File: src/core/aje_pkg.sv
// Purpose: shared constants and types for the execution datapath
// Assumes: 8-bit core, 16-bit program counter
// Notes:   register offsets are byte addresses on the apb slave
package aje_pkg;

  // apb register offsets
  localparam logic [7:0] AJE_OFF_CMD    = 8'h00;
  localparam logic [7:0] AJE_OFF_OPA    = 8'h04;
  localparam logic [7:0] AJE_OFF_OPB    = 8'h08;
  localparam logic [7:0] AJE_OFF_FLAGS  = 8'h0C;
  localparam logic [7:0] AJE_OFF_RESULT = 8'h10;
  localparam logic [7:0] AJE_OFF_PC     = 8'h14;
  localparam logic [7:0] AJE_OFF_STATUS = 8'h18;
  localparam logic [7:0] AJE_OFF_SP     = 8'h1C;

  // flag field positions
  localparam int AJE_FLAG_C = 0;
  localparam int AJE_FLAG_Z = 1;
  localparam int AJE_FLAG_N = 2;
  localparam int AJE_FLAG_V = 3;
  localparam int AJE_FLAG_S = 4;
  localparam int AJE_FLAG_H = 5;

  // reset values and the all-ones byte mask
  localparam logic [7:0]  AJE_FLAGS_RST = 8'h00;
  localparam logic [15:0] AJE_PC_RST    = 16'h0000;
  localparam logic [15:0] AJE_SP_RST    = 16'h00FF;
  localparam logic [7:0]  AJE_MASK_ALL  = 8'hFF;

  // cycle counts
  localparam logic [1:0] AJE_CYC_ONE   = 2'h1;
  localparam logic [1:0] AJE_CYC_TWO   = 2'h2;
  localparam logic [1:0] AJE_CYC_THREE = 2'h3;

  // opcodes written to the command register
  typedef enum logic [4:0] {
    AJE_OP_ADD, AJE_OP_ADD_CARRY, AJE_OP_WORD_ADD_IMMEDIATE, AJE_OP_SUB,
    AJE_OP_SUB_CONSTANT, AJE_OP_SUB_WITH_BORROW, AJE_OP_SUB_BORROW_CONSTANT,
    AJE_OP_WORD_SUB_IMMEDIATE, AJE_OP_AND, AJE_OP_AND_WITH_CONSTANT, AJE_OP_OR,
    AJE_OP_OR_WITH_CONSTANT, AJE_OP_EXCLUSIVE_OR, AJE_OP_SET_BITS, AJE_OP_CLEAR_BITS,
    AJE_OP_TEST_VALUE, AJE_OP_UNSIGNED_PRODUCT, AJE_OP_SIGNED_PRODUCT,
    AJE_OP_SIGNED_UNSIGNED_PRODUCT, AJE_OP_FRAC_UNSIGNED_PRODUCT,
    AJE_OP_FRAC_SIGNED_PRODUCT, AJE_OP_FRACTIONAL_SIGNED_UNSIGNED_PRODUCT,
    AJE_OP_RELATIVE_JUMP, AJE_OP_INDIRECT_JUMP, AJE_OP_DIRECT_JUMP,
    AJE_OP_RELATIVE_CALL, AJE_OP_INDIRECT_CALL, AJE_OP_DIRECT_CALL
  } aje_op_e;

  typedef enum logic [1:0] {AJE_ST_IDLE, AJE_ST_BUSY} aje_state_e;

  typedef struct packed {
    logic        psel;
    logic        penable;
    logic        pwrite;
    logic [7:0]  paddr;
    logic [31:0] pwdata;
  } aje_apb_req_s;

  typedef struct packed {
    logic        pready;
    logic        pslverr;
    logic [31:0] prdata;
  } aje_apb_rsp_s;

  // whole state of the datapath
  typedef struct packed {
    aje_state_e  state;
    aje_op_e     op;
    logic [15:0] opa;
    logic [15:0] opb;
    logic [7:0]  flags;
    logic [15:0] result;
    logic [15:0] pc;
    logic [15:0] sp;
    logic [15:0] ret_addr;
    logic        ret_push;
    logic [1:0]  cnt;
    logic        done;
    logic        bad_op;
  } aje_state_s;

endpackage : aje_pkg

File: src/core/aje_exec.sv
// Purpose: execution datapath for arithmetic, logic, multiply and jump operations
// Assumes: operands are staged by software over apb, then a command is written
// Notes:   busy until the documented cycle count has passed
//
// Design decisions made here: the placing of the registers and the APB interface to the registers.
module aje_exec
  import aje_pkg::*;
(
  // clock and reset
  input  wire logic        clock_in,
  input  wire logic        reset_n_in,
  input  wire logic        clk_en_in,
  // apb slave
  input  wire logic        psel_in,
  input  wire logic        penable_in,
  input  wire logic        pwrite_in,
  input  wire logic [7:0]  paddr_in,
  input  wire logic [31:0] pwdata_in,
  output logic             pready_out,
  output logic             pslverr_out,
  output logic [31:0]      prdata_out,
  // status
  output logic             busy_out,
  output logic [15:0]      pc_out
);

  aje_state_s   st_reg;
  aje_state_s   st_next;
  aje_apb_req_s req;
  logic         wr_acc;
  logic         rd_acc;
  logic         mapped;
  logic [31:0]  rdata;

  ////////////////////////////////////////////////////////////////////////////
  // bus decode
  assign req = '{psel: psel_in, penable: penable_in, pwrite: pwrite_in,
                 paddr: paddr_in, pwdata: pwdata_in};
  assign wr_acc = req.psel && req.penable && req.pwrite && clk_en_in;
  assign rd_acc = req.psel && req.penable && !req.pwrite;

  always_comb begin
    mapped = 1'b1;
    rdata  = 32'h0000_0000;
    case (req.paddr)
      AJE_OFF_CMD:    rdata = {27'h0, st_reg.op};
      AJE_OFF_OPA:    rdata = {16'h0, st_reg.opa};
      AJE_OFF_OPB:    rdata = {16'h0, st_reg.opb};
      AJE_OFF_FLAGS:  rdata = {24'h0, st_reg.flags};
      AJE_OFF_RESULT: rdata = {16'h0, st_reg.result};
      AJE_OFF_PC:     rdata = {16'h0, st_reg.pc};
      AJE_OFF_STATUS: rdata = {29'h0, st_reg.bad_op, st_reg.done,
                               st_reg.state == AJE_ST_BUSY};
      AJE_OFF_SP:     rdata = {16'h0, st_reg.sp};
      default:        mapped = 1'b0;
    endcase
  end

  // writes take effect only when the clock is enabled, so stall otherwise
  assign pready_out  = clk_en_in;
  assign pslverr_out = req.psel && req.penable && !mapped;
  assign busy_out    = st_reg.state == AJE_ST_BUSY;
  assign pc_out      = st_reg.pc;

  ////////////////////////////////////////////////////////////////////////////
  // datapath
  logic [7:0]  a8;
  logic [7:0]  b8;
  logic [7:0]  r8;
  logic [8:0]  sum9;
  logic [4:0]  nib;
  logic [16:0] w17;
  logic [15:0] prod;
  logic [15:0] prod_out;
  logic [1:0]  ncyc;
  logic        cin;
  logic        logic_op;
  logic        arith8;
  logic        is_sub;
  logic        is_mul;
  logic        is_frac;

  always_comb begin
    a8       = st_reg.opa[7:0];
    b8       = st_reg.opb[7:0];
    cin      = st_reg.flags[AJE_FLAG_C];
    sum9     = 9'h000;
    nib      = 5'h00;
    w17      = 17'h00000;
    prod     = 16'h0000;
    prod_out = 16'h0000;
    r8       = 8'h00;
    logic_op = 1'b0;
    arith8   = 1'b0;
    is_sub   = 1'b0;
    is_mul   = 1'b0;
    is_frac  = 1'b0;
    case (st_reg.op)
      AJE_OP_ADD, AJE_OP_ADD_CARRY: begin
        arith8 = 1'b1;
        sum9 = {1'b0, a8} + {1'b0, b8} + {8'h00, st_reg.op == AJE_OP_ADD_CARRY && cin};
        nib  = {1'b0, a8[3:0]} + {1'b0, b8[3:0]}
               + {4'h0, st_reg.op == AJE_OP_ADD_CARRY && cin};
      end
      AJE_OP_SUB, AJE_OP_SUB_CONSTANT, AJE_OP_SUB_WITH_BORROW,
      AJE_OP_SUB_BORROW_CONSTANT: begin
        arith8 = 1'b1;
        is_sub = 1'b1;
        sum9 = {1'b0, a8} - {1'b0, b8} - {8'h00, cin &&
               (st_reg.op == AJE_OP_SUB_WITH_BORROW || st_reg.op == AJE_OP_SUB_BORROW_CONSTANT)};
        nib  = {1'b0, a8[3:0]} - {1'b0, b8[3:0]} - {4'h0, cin &&
               (st_reg.op == AJE_OP_SUB_WITH_BORROW || st_reg.op == AJE_OP_SUB_BORROW_CONSTANT)};
      end
      AJE_OP_WORD_ADD_IMMEDIATE: w17 = {1'b0, st_reg.opa} + {11'h000, st_reg.opb[5:0]};
      AJE_OP_WORD_SUB_IMMEDIATE: w17 = {1'b0, st_reg.opa} - {11'h000, st_reg.opb[5:0]};
      AJE_OP_AND, AJE_OP_AND_WITH_CONSTANT: begin
        logic_op = 1'b1;
        r8 = a8 & b8;
      end
      AJE_OP_OR, AJE_OP_OR_WITH_CONSTANT, AJE_OP_SET_BITS: begin
        logic_op = 1'b1;
        r8 = a8 | b8;
      end
      AJE_OP_EXCLUSIVE_OR: begin
        logic_op = 1'b1;
        r8 = a8 ^ b8;
      end
      AJE_OP_CLEAR_BITS: begin
        logic_op = 1'b1;
        r8 = a8 & (AJE_MASK_ALL - b8);
      end
      AJE_OP_TEST_VALUE: begin
        logic_op = 1'b1;
        r8 = a8 & a8;
      end
      AJE_OP_UNSIGNED_PRODUCT, AJE_OP_FRAC_UNSIGNED_PRODUCT: begin
        is_mul = 1'b1;
        prod = {8'h00, a8} * {8'h00, b8};
      end
      AJE_OP_SIGNED_PRODUCT, AJE_OP_FRAC_SIGNED_PRODUCT: begin
        is_mul = 1'b1;
        prod = 16'($signed({{8{a8[7]}}, a8}) * $signed({{8{b8[7]}}, b8}));
      end
      AJE_OP_SIGNED_UNSIGNED_PRODUCT, AJE_OP_FRACTIONAL_SIGNED_UNSIGNED_PRODUCT: begin
        is_mul = 1'b1;
        prod = 16'($signed({{8{a8[7]}}, a8}) * $signed({8'h00, b8}));
      end
      default: begin
      end
    endcase
    is_frac = st_reg.op == AJE_OP_FRAC_UNSIGNED_PRODUCT
           || st_reg.op == AJE_OP_FRAC_SIGNED_PRODUCT
           || st_reg.op == AJE_OP_FRACTIONAL_SIGNED_UNSIGNED_PRODUCT;
    prod_out = is_frac ? {prod[14:0], 1'b0} : prod;
    if (arith8) begin
      r8 = sum9[7:0];
    end
  end

  // cycle count per opcode
  always_comb begin
    case (aje_op_e'(pwdata_in[4:0]))
      AJE_OP_WORD_ADD_IMMEDIATE, AJE_OP_WORD_SUB_IMMEDIATE,
      AJE_OP_UNSIGNED_PRODUCT, AJE_OP_SIGNED_PRODUCT, AJE_OP_SIGNED_UNSIGNED_PRODUCT,
      AJE_OP_FRAC_UNSIGNED_PRODUCT, AJE_OP_FRAC_SIGNED_PRODUCT,
      AJE_OP_FRACTIONAL_SIGNED_UNSIGNED_PRODUCT,
      AJE_OP_RELATIVE_JUMP, AJE_OP_INDIRECT_JUMP: ncyc = AJE_CYC_TWO;
      AJE_OP_DIRECT_JUMP, AJE_OP_RELATIVE_CALL,
      AJE_OP_INDIRECT_CALL, AJE_OP_DIRECT_CALL: ncyc = AJE_CYC_THREE;
      default: ncyc = AJE_CYC_ONE;
    endcase
  end

  ////////////////////////////////////////////////////////////////////////////
  // next state
  always_comb begin
    st_next          = st_reg;
    st_next.ret_push = 1'b0;
    case (st_reg.state)
      AJE_ST_IDLE: begin
        if (wr_acc) begin
          case (req.paddr)
            AJE_OFF_OPA:   st_next.opa = req.pwdata[15:0];
            AJE_OFF_OPB:   st_next.opb = req.pwdata[15:0];
            AJE_OFF_FLAGS: st_next.flags = req.pwdata[7:0];
            AJE_OFF_PC:    st_next.pc = req.pwdata[15:0];
            AJE_OFF_SP:    st_next.sp = req.pwdata[15:0];
            AJE_OFF_CMD: begin
              st_next.bad_op = req.pwdata[4:0] > 5'(AJE_OP_DIRECT_CALL);
              if (!st_next.bad_op) begin
                st_next.op    = aje_op_e'(req.pwdata[4:0]);
                st_next.cnt   = ncyc;
                st_next.done  = 1'b0;
                st_next.state = AJE_ST_BUSY;
              end
            end
            default: begin
            end
          endcase
        end
      end
      AJE_ST_BUSY: begin
        st_next.cnt = st_reg.cnt - 2'h1;
        if (st_reg.cnt == AJE_CYC_ONE) begin
          st_next.state = AJE_ST_IDLE;
          st_next.done  = 1'b1;
          if (arith8) begin
            st_next.result = {8'h00, r8};
            st_next.flags[AJE_FLAG_Z] = r8 == 8'h00;
            st_next.flags[AJE_FLAG_N] = r8[7];
            st_next.flags[AJE_FLAG_C] = sum9[8];
            st_next.flags[AJE_FLAG_H] = nib[4];
            st_next.flags[AJE_FLAG_V] = is_sub ? (a8[7] != b8[7]) && (r8[7] != a8[7])
                                              : (a8[7] == b8[7]) && (r8[7] != a8[7]);
          end else if (logic_op) begin
            st_next.result = {8'h00, r8};
            st_next.flags[AJE_FLAG_Z] = r8 == 8'h00;
            st_next.flags[AJE_FLAG_N] = r8[7];
            st_next.flags[AJE_FLAG_V] = 1'b0;
          end else if (is_mul) begin
            st_next.result = prod_out;
            st_next.flags[AJE_FLAG_Z] = prod_out == 16'h0000;
            st_next.flags[AJE_FLAG_C] = prod[15];
          end
          case (st_reg.op)
            AJE_OP_WORD_ADD_IMMEDIATE, AJE_OP_WORD_SUB_IMMEDIATE: begin
              st_next.result = w17[15:0];
              st_next.flags[AJE_FLAG_Z] = w17[15:0] == 16'h0000;
              st_next.flags[AJE_FLAG_N] = w17[15];
              st_next.flags[AJE_FLAG_C] = w17[16];
              st_next.flags[AJE_FLAG_V] = (st_reg.op == AJE_OP_WORD_ADD_IMMEDIATE)
                                          ? (!st_reg.opa[15] && w17[15])
                                          : (st_reg.opa[15] && !w17[15]);
              st_next.flags[AJE_FLAG_S] = w17[15] ^ st_next.flags[AJE_FLAG_V];
            end
            AJE_OP_RELATIVE_JUMP, AJE_OP_RELATIVE_CALL:
              st_next.pc = st_reg.pc + st_reg.opb + 16'h0001;
            AJE_OP_DIRECT_JUMP, AJE_OP_DIRECT_CALL:
              st_next.pc = st_reg.opb;
            AJE_OP_INDIRECT_JUMP, AJE_OP_INDIRECT_CALL:
              st_next.pc = st_reg.opa;
            default: begin
            end
          endcase
        end else if (st_reg.cnt == AJE_CYC_THREE && st_reg.op != AJE_OP_DIRECT_JUMP) begin
          // calls push the return address in their first busy cycle
          st_next.ret_addr = st_reg.pc + 16'h0001;
          st_next.ret_push = 1'b1;
          st_next.sp       = st_reg.sp - 16'h0002;
        end
      end
      default: st_next.state = AJE_ST_IDLE;
    endcase
  end

  ////////////////////////////////////////////////////////////////////////////
  // state register
  always_ff @(posedge clock_in or negedge reset_n_in) begin
    if (!reset_n_in) begin
      st_reg       <= '0;
      st_reg.state <= AJE_ST_IDLE;
      st_reg.flags <= AJE_FLAGS_RST;
      st_reg.pc    <= AJE_PC_RST;
      st_reg.sp    <= AJE_SP_RST;
    end else if (clk_en_in) begin
      st_reg <= st_next;
    end
  end

  assign prdata_out = rd_acc ? rdata : 32'h0000_0000;

endmodule : aje_exec

File: config.mk
export PLATFORM = sky130hd
export DESIGN_NAME = aje_exec
export DESIGN_NICKNAME = d
export VERILOG_FILES = /design/src/core/aje_pkg.sv /design/src/core/aje_exec.sv
export SDC_FILE = /design/constraint.sdc
export NUM_CORES = 1
export LEC_CHECK = 0
export ABC_CLOCK_PERIOD_IN_PS = 12500
export BUFFER_PORTS_ARGS = -buffer_cell sky130_fd_sc_hd__buf_4
export CORE_ASPECT_RATIO = 1.2
export CORE_MARGIN = 3
export CORE_UTILIZATION = 45
export CTS_BUF_LIST = sky130_fd_sc_hd__clkbuf_4
export DETAILED_ROUTE_END_ITERATION = 12
export PLACE_DENSITY = 0.69
export RECOVER_POWER = 25
export SLEW_MARGIN = 20
export SYNTH_ARGS = -nofsm -noshare
export SYNTH_HDL_FRONTEND = slang
export SYNTH_SLANG_ARGS = --single-unit
File: constraint.sdc
create_clock -name clock_in -period 12.5 [get_ports clock_in]
set_clock_uncertainty 0.15 [all_clocks]
set_input_delay 1.25 -clock clock_in [delete_from_list [all_inputs] [get_ports clock_in]]
set_output_delay 1.25 -clock clock_in [all_outputs]
set_load 0.05 [all_outputs]
* Word-level counts from Yosys, hierarchy flattened *
Memories as Yosys holds them, arrays and structs flattened.
Cells that the tools add are included.

word-level totals
  register bits after elaboration = 115
  memory bits (read-only) = 64
  memories = 1

memory list
  memory            depth  width  read ports  clocked after Yosys merged registers in  write ports  RTL line         source
  (name not given)  32     2      1           0                                        0            aje_exec.sv:162  case (aje_op_e'(pwdata_in[4:0]))

operators by class
  $add $sub $neg = 16
  multiply operators = 3
  magnitude comparators = 1
  equality and inequality tests = 57
  mux-type cells = 46
  bitwise logic cells = 8
  reduce and logical (&&, ||, !) cells = 59

operators by type and width
  kind                     number
  $pmux W16 S8             1
  $mux W16                 6
  $pmux W16 S3             2
  $mux W33                 2
  $mux W32                 2
  $pmux W32 S2             1
  $eq A5 B5 Y1 const B     12
  $mux W47                 1
  $reduce_and A6 Y1        7
  $eq A5 B4 Y1 const B     8
  $pmux W8 S5              1
  $mux W38                 1
  $pmux W17 S2             1
  $add A16 B1 Y16 const B  2
  $eq A8 B5 Y1 const B     4
  $logic_not A16 Y1        2
  $mul A8 B8 Y16           2
  $and A8 B8 Y8            3
  $reduce_and A4 Y1        6
  $mux W21                 1
  $eq A5 B3 Y1 const B     4
  $mux W20                 1
  $mux W18                 1
  $pmux W9 S2              1
  other kinds (59)         118

* Logic depth before layout (Yosys ltp) *
  depth after elaboration = 13
  mapped depth = 23

* Least setup slack after synthesis *
No wires, ideal clock.

  kind = register to register
  from = register st_reg, in the netlist a8[1]
  to = register st_reg, in the netlist cin
  arrival = 5529 ps
  required time = 12225 ps
  setup slack = 6696 ps
  cell stages (with the launch flop) = 22
  clock period less this slack = 5804 ps
  cell sequence = dfrtp_1 clkbuf_1 inv_1 nor2_1 inv_1 fa_1 fa_1 inv_1 fa_1 inv_1 fa_1 inv_1 ha_1 o21ai_0 o21ai_0 and2_1 a2111oi_0 or4_1 o211ai_1 a211oi_1 o21ai_0 mux2_2

on the way
  word-level cells in the longest chain between the ends = 8

RTL lines
  item                                    RTL line         source
  start: declaration                      aje_exec.sv:27   aje_state_s st_reg;
  start signal: assignment                aje_exec.sv:266  st_reg <= st_next;
  $mul A8 B9 Y16 (tied with other cells)  aje_exec.sv:146  prod = 16'($signed({{8{a8[7]}}, a8}) * $signed({8'h00, b8}));
  $pmux W16 S3                            aje_exec.sv:98   case (st_reg.op)
  $mux W18                                aje_exec.sv:220  end else if (is_mul) begin
  $mux W1                                 aje_exec.sv:215  end else if (logic_op) begin
  $mux W20                                aje_exec.sv:207  if (arith8) begin
  $mux W21 (*)                            aje_exec.sv:225  case (st_reg.op)
  $mux W38 (*)                            aje_exec.sv:204  if (st_reg.cnt == AJE_CYC_ONE) begin
  $pmux W6 S2 (*)                         aje_exec.sv:179  case (st_reg.state)

Every way passes the cells marked *; elsewhere a longest branch is shown, timed or not. The select of a mux whose other input is x is not followed.
A chain may end at the register's enable or synchronous reset.

* Worst setup path in the final report *
  from = register st_reg, in the netlist b8[3]
  to = register st_reg, in the netlist cin

Same word-level chain as after synthesis.

==> key figures <==
Finish
  • Filler instances: approximately 3200
  • Largest register FFs: between 60 and 70
  • Utilization after layout: 0.486
  • Fraction of layout cells with a size suffix above 1: 0.0957
  • Final #Nets: approximately 2200
  • Layout area overhead: 6.31%

Placement
  • PortBufs: 64
  • DP HPWL: 38.5 mm
  • Gpl congestion: ~1.0

Power
  • Leakage dissipation: 7.85 nW
  • Max rail drop VDD: 0.0734 mV
  • Total power: approximately 0.00067 W
  • PwrDens: 41.3 nW/µm²

Synth
  • Top-area cell type share of the netlist area: 0.162
  • Number of synthesized flops with an enable pin: 0
  • Post-synthesis area per instance: roughly 8 µm²
  • Post-synthesis register bit count: a little under 100
  • Yosys warns: 0
  • Post-Synthesis Cells: around 1900
  • Async SR Flop Fraction: 1.00
  • Mapped Area: about 15000 µm²
  • Library cells used by synthesis: 79
  • Synth area leaders: fa_1 16%, dfrtp_1 15%, ha_1 13%, inv_1 6.7%, o21ai_0 4.2%
  • Synth Flop Type: dfrtp_1
  • Most common cell in the netlist: inv_1
  • Synth area leader: fa_1
  • Top cells by count, synth: 269 x inv_1, 163 x ha_1, 156 x nor2_1
  • Seq/Total Area, Yosys: 0.162

Global route
  • All-layer global routing usage: 0.273
  • GR Overflow Total: 0
  • Largest net degree at the start of global routing: 75
  • Initial antenna violation count: 1
  • Number of global-route vias before repair: ~14000
  • Global-route wire length before repair: approximately 78 mm

Status
  • Status: complete, but fails checks
  • Failing checks: max-capacitance violations, max-slew violations

Critical path
  • CP bufs+invs: 6
  • CP Class: register to register
  • Setup crit start kind: register
  • Worst reg2reg startpoint: b8[3]
  • CP peak stage delay: roughly 0.56 ns
  • Critical Path AT: 7.17 ns
  • Worst setup EP type: register
  • Crit path from: b8[3]
  • Crit-path max FO: 13
  • Worst EP required: around 13 ns
  • Worst path depth: 21
  • FF-to-FF End: cin
  • Delay-heaviest family, CP: adder cells
  • CP Cell Sequence: buf_4 > clkinv_1 > nor2_1 > inv_1 > fa_1 > fa_1 > inv_1 > fa_1 > inv_1 > fa_1 > inv_1 > ha_1 > o21ai_0 > o21ai_0 > a41oi_1 > o21ai_0 > mux2i_1 > o211ai_1 > a211oi_1 > o21ai_0 > mux2_2
  • Slowest CP cell: fa_1
  • Crit path to: cin
  • Reg2reg setup slack: roughly 5.6 ns
  • Worst-case reg-to-reg path depth: 21

Floorplan
  • Die area: around 36000 µm²
  • Initial core utilization: 0.457
  • Rows: 73
  • Core box area: 33200 µm²
  • I/O Pins: between 90 and 100
  • Die Wd: about 170 µm
  • Die height: ~210 µm

Timing
  • Setup TNS: 0 ns
  • Rel. slew slack: -1.71
  • Final slew viol count: 75
  • Final worst-path cycle share: 0.554
  • Unrepaired setup endpoints after global routing: false
  • Worst slew pin tran: between 4 and 5 ns
  • Setup violations, final: 0
  • FMAX: roughly 140 MHz
  • Final hold vios: 0
  • Min Tclk post-route: 6.93 ns

Route
  • Wirelength, routed: between 40 and 50 mm
  • DRT iter0 DRCs: about 1100
  • Initial DRT Pass Iterations: 8
  • Vias/cell: 6.02
  • DRC: 0
  • Drt wl/cell: 21.3 µm
  • Total number of vias: between 10000 and 15000
  • Antenna-violating nets left: 0

CTS
  • Post-CTS sizing: 0
  • TritonCTS Buffers: 9
  • Reg clk slew, reported paths: 0.16 ns
  • Clk root buf: clkbuf_4
  • # hold bufs at CTS: 0
  • H-tree depth: 3
  • Clock Sinks: 98
  • CTS tree: done
  • Postcts setup bufs: 0
  • Clock latency on the worst-skew pair: 0.48 ns
  • CTS Buffer Depth: 2

Worst hold path
  • Min-Delay Path Class: register to register

Job
  • Maxcap violations: 1
layout by cell type (no fill, tap or decap), types with 19 or more instances in the layout:
master / Yosys / routed
a211oi_1: 22 / 22
a21o_1: 26 / 26
a21oi_1: 114 / 114
a22oi_1: 30 / 30
and3_1: 20 / 20
buf_4: 33 / 92
dfrtp_1: 90 / 90
fa_1: 123 / 123
ha_1: 163 / 163
inv_1: 269 / 269
mux2_2: 41 / 41
mux2i_1: 19 / 19
nand2_1: 143 / 143
nand3_1: 24 / 24
nor2_1: 156 / 156
nor2b_1: 20 / 20
nor3_1: 34 / 34
o21ai_0: 127 / 127
xnor2_1: 55 / 55
xor2_1: 21 / 21
through the flow:
step	area, µm²	hold WS [ns]	setup slack (ns)	std cells
after floorplan	15200	0.295	6.70	1865
after global placement	16000	0.322	5.68	2304
after detailed placement	16000	0.326	5.69	2304
after CTS	16100	0.369	5.64	2320
after global routing	16100	0.404	5.21	2321
final	16100	0.363	5.57	2321
cell families (layout without fill, tap and decap cells):
family / Yosys count / after routing / synth area share
multiplexers: 64 / 64 / 0.0489
adder cells (fa/ha/maj): 286 / 286 / 0.297
AND/OR/NAND/NOR: 480 / 480 / 0.147
AO/OA/AOI/OAI: 466 / 466 / 0.199
XOR/XNOR: 76 / 76 / 0.0439
buffers and inverters: 379 / 384 / 0.102
other: 1 / 17 / 0.000247
flip-flops: 98 / 98 / 0.162
layout make-up:
type / count / area, µm² / share of cell area
timing repair buffer: 94 / 698 / 0.0433
clock inverter: 5 / 78.8 / 0.00489
inverter: 274 / 1030 / 0.0638
clock buffer: 11 / 82.6 / 0.00512
antenna: 1 / 2.50 / 0.000155
sequential: 98 / 2460 / 0.153
tap: 450 / 563 / 0.0349
multi-input combinational: 1388 / 11200 / 0.695
power by group:
group	total, W	switching (W)	leakage [nW]	internal [W]
Clock	0.000198	0.000113	0.0807	0.0000850
Sequential	0.000326	0.00000459	1.29	0.000321
Combinational	0.000142	0.0000911	6.48	0.0000511
Total	0.000665	0.000208	7.85	0.000457
tightest hold or removal path, cell delays in order, from the launching register on:
cell	delay, ns
dfrtp_1	0.37
nand2_1	0.05
o21ai_0	0.07
per-layer routing:
layer  track usage  part of all wire  up-vias
met5             0                 0        -
met4         0.167             0.070        0
met3        0.0321             0.070      212
met2         0.465              0.48      724
met1         0.330              0.38     6721
li1              -                 -     6311
worst min path at each step:
stage | end | startpoint | cells after the start | slack, ns
after global placement | st_reg[56] | st_reg[56] | 2 | 0.32
after CTS | st_reg[53] | st_reg[53] | 2 | 0.37
after floorplan | st_reg[74] | st_reg[74] | 2 | 0.29
after global routing | st_reg[76] | st_reg[76] | 1 | 0.40
after detailed placement | st_reg[56] | st_reg[56] | 2 | 0.33
final | st_reg[56] | st_reg[56] | 2 | 0.36
(Power assumes the default switching activity.)
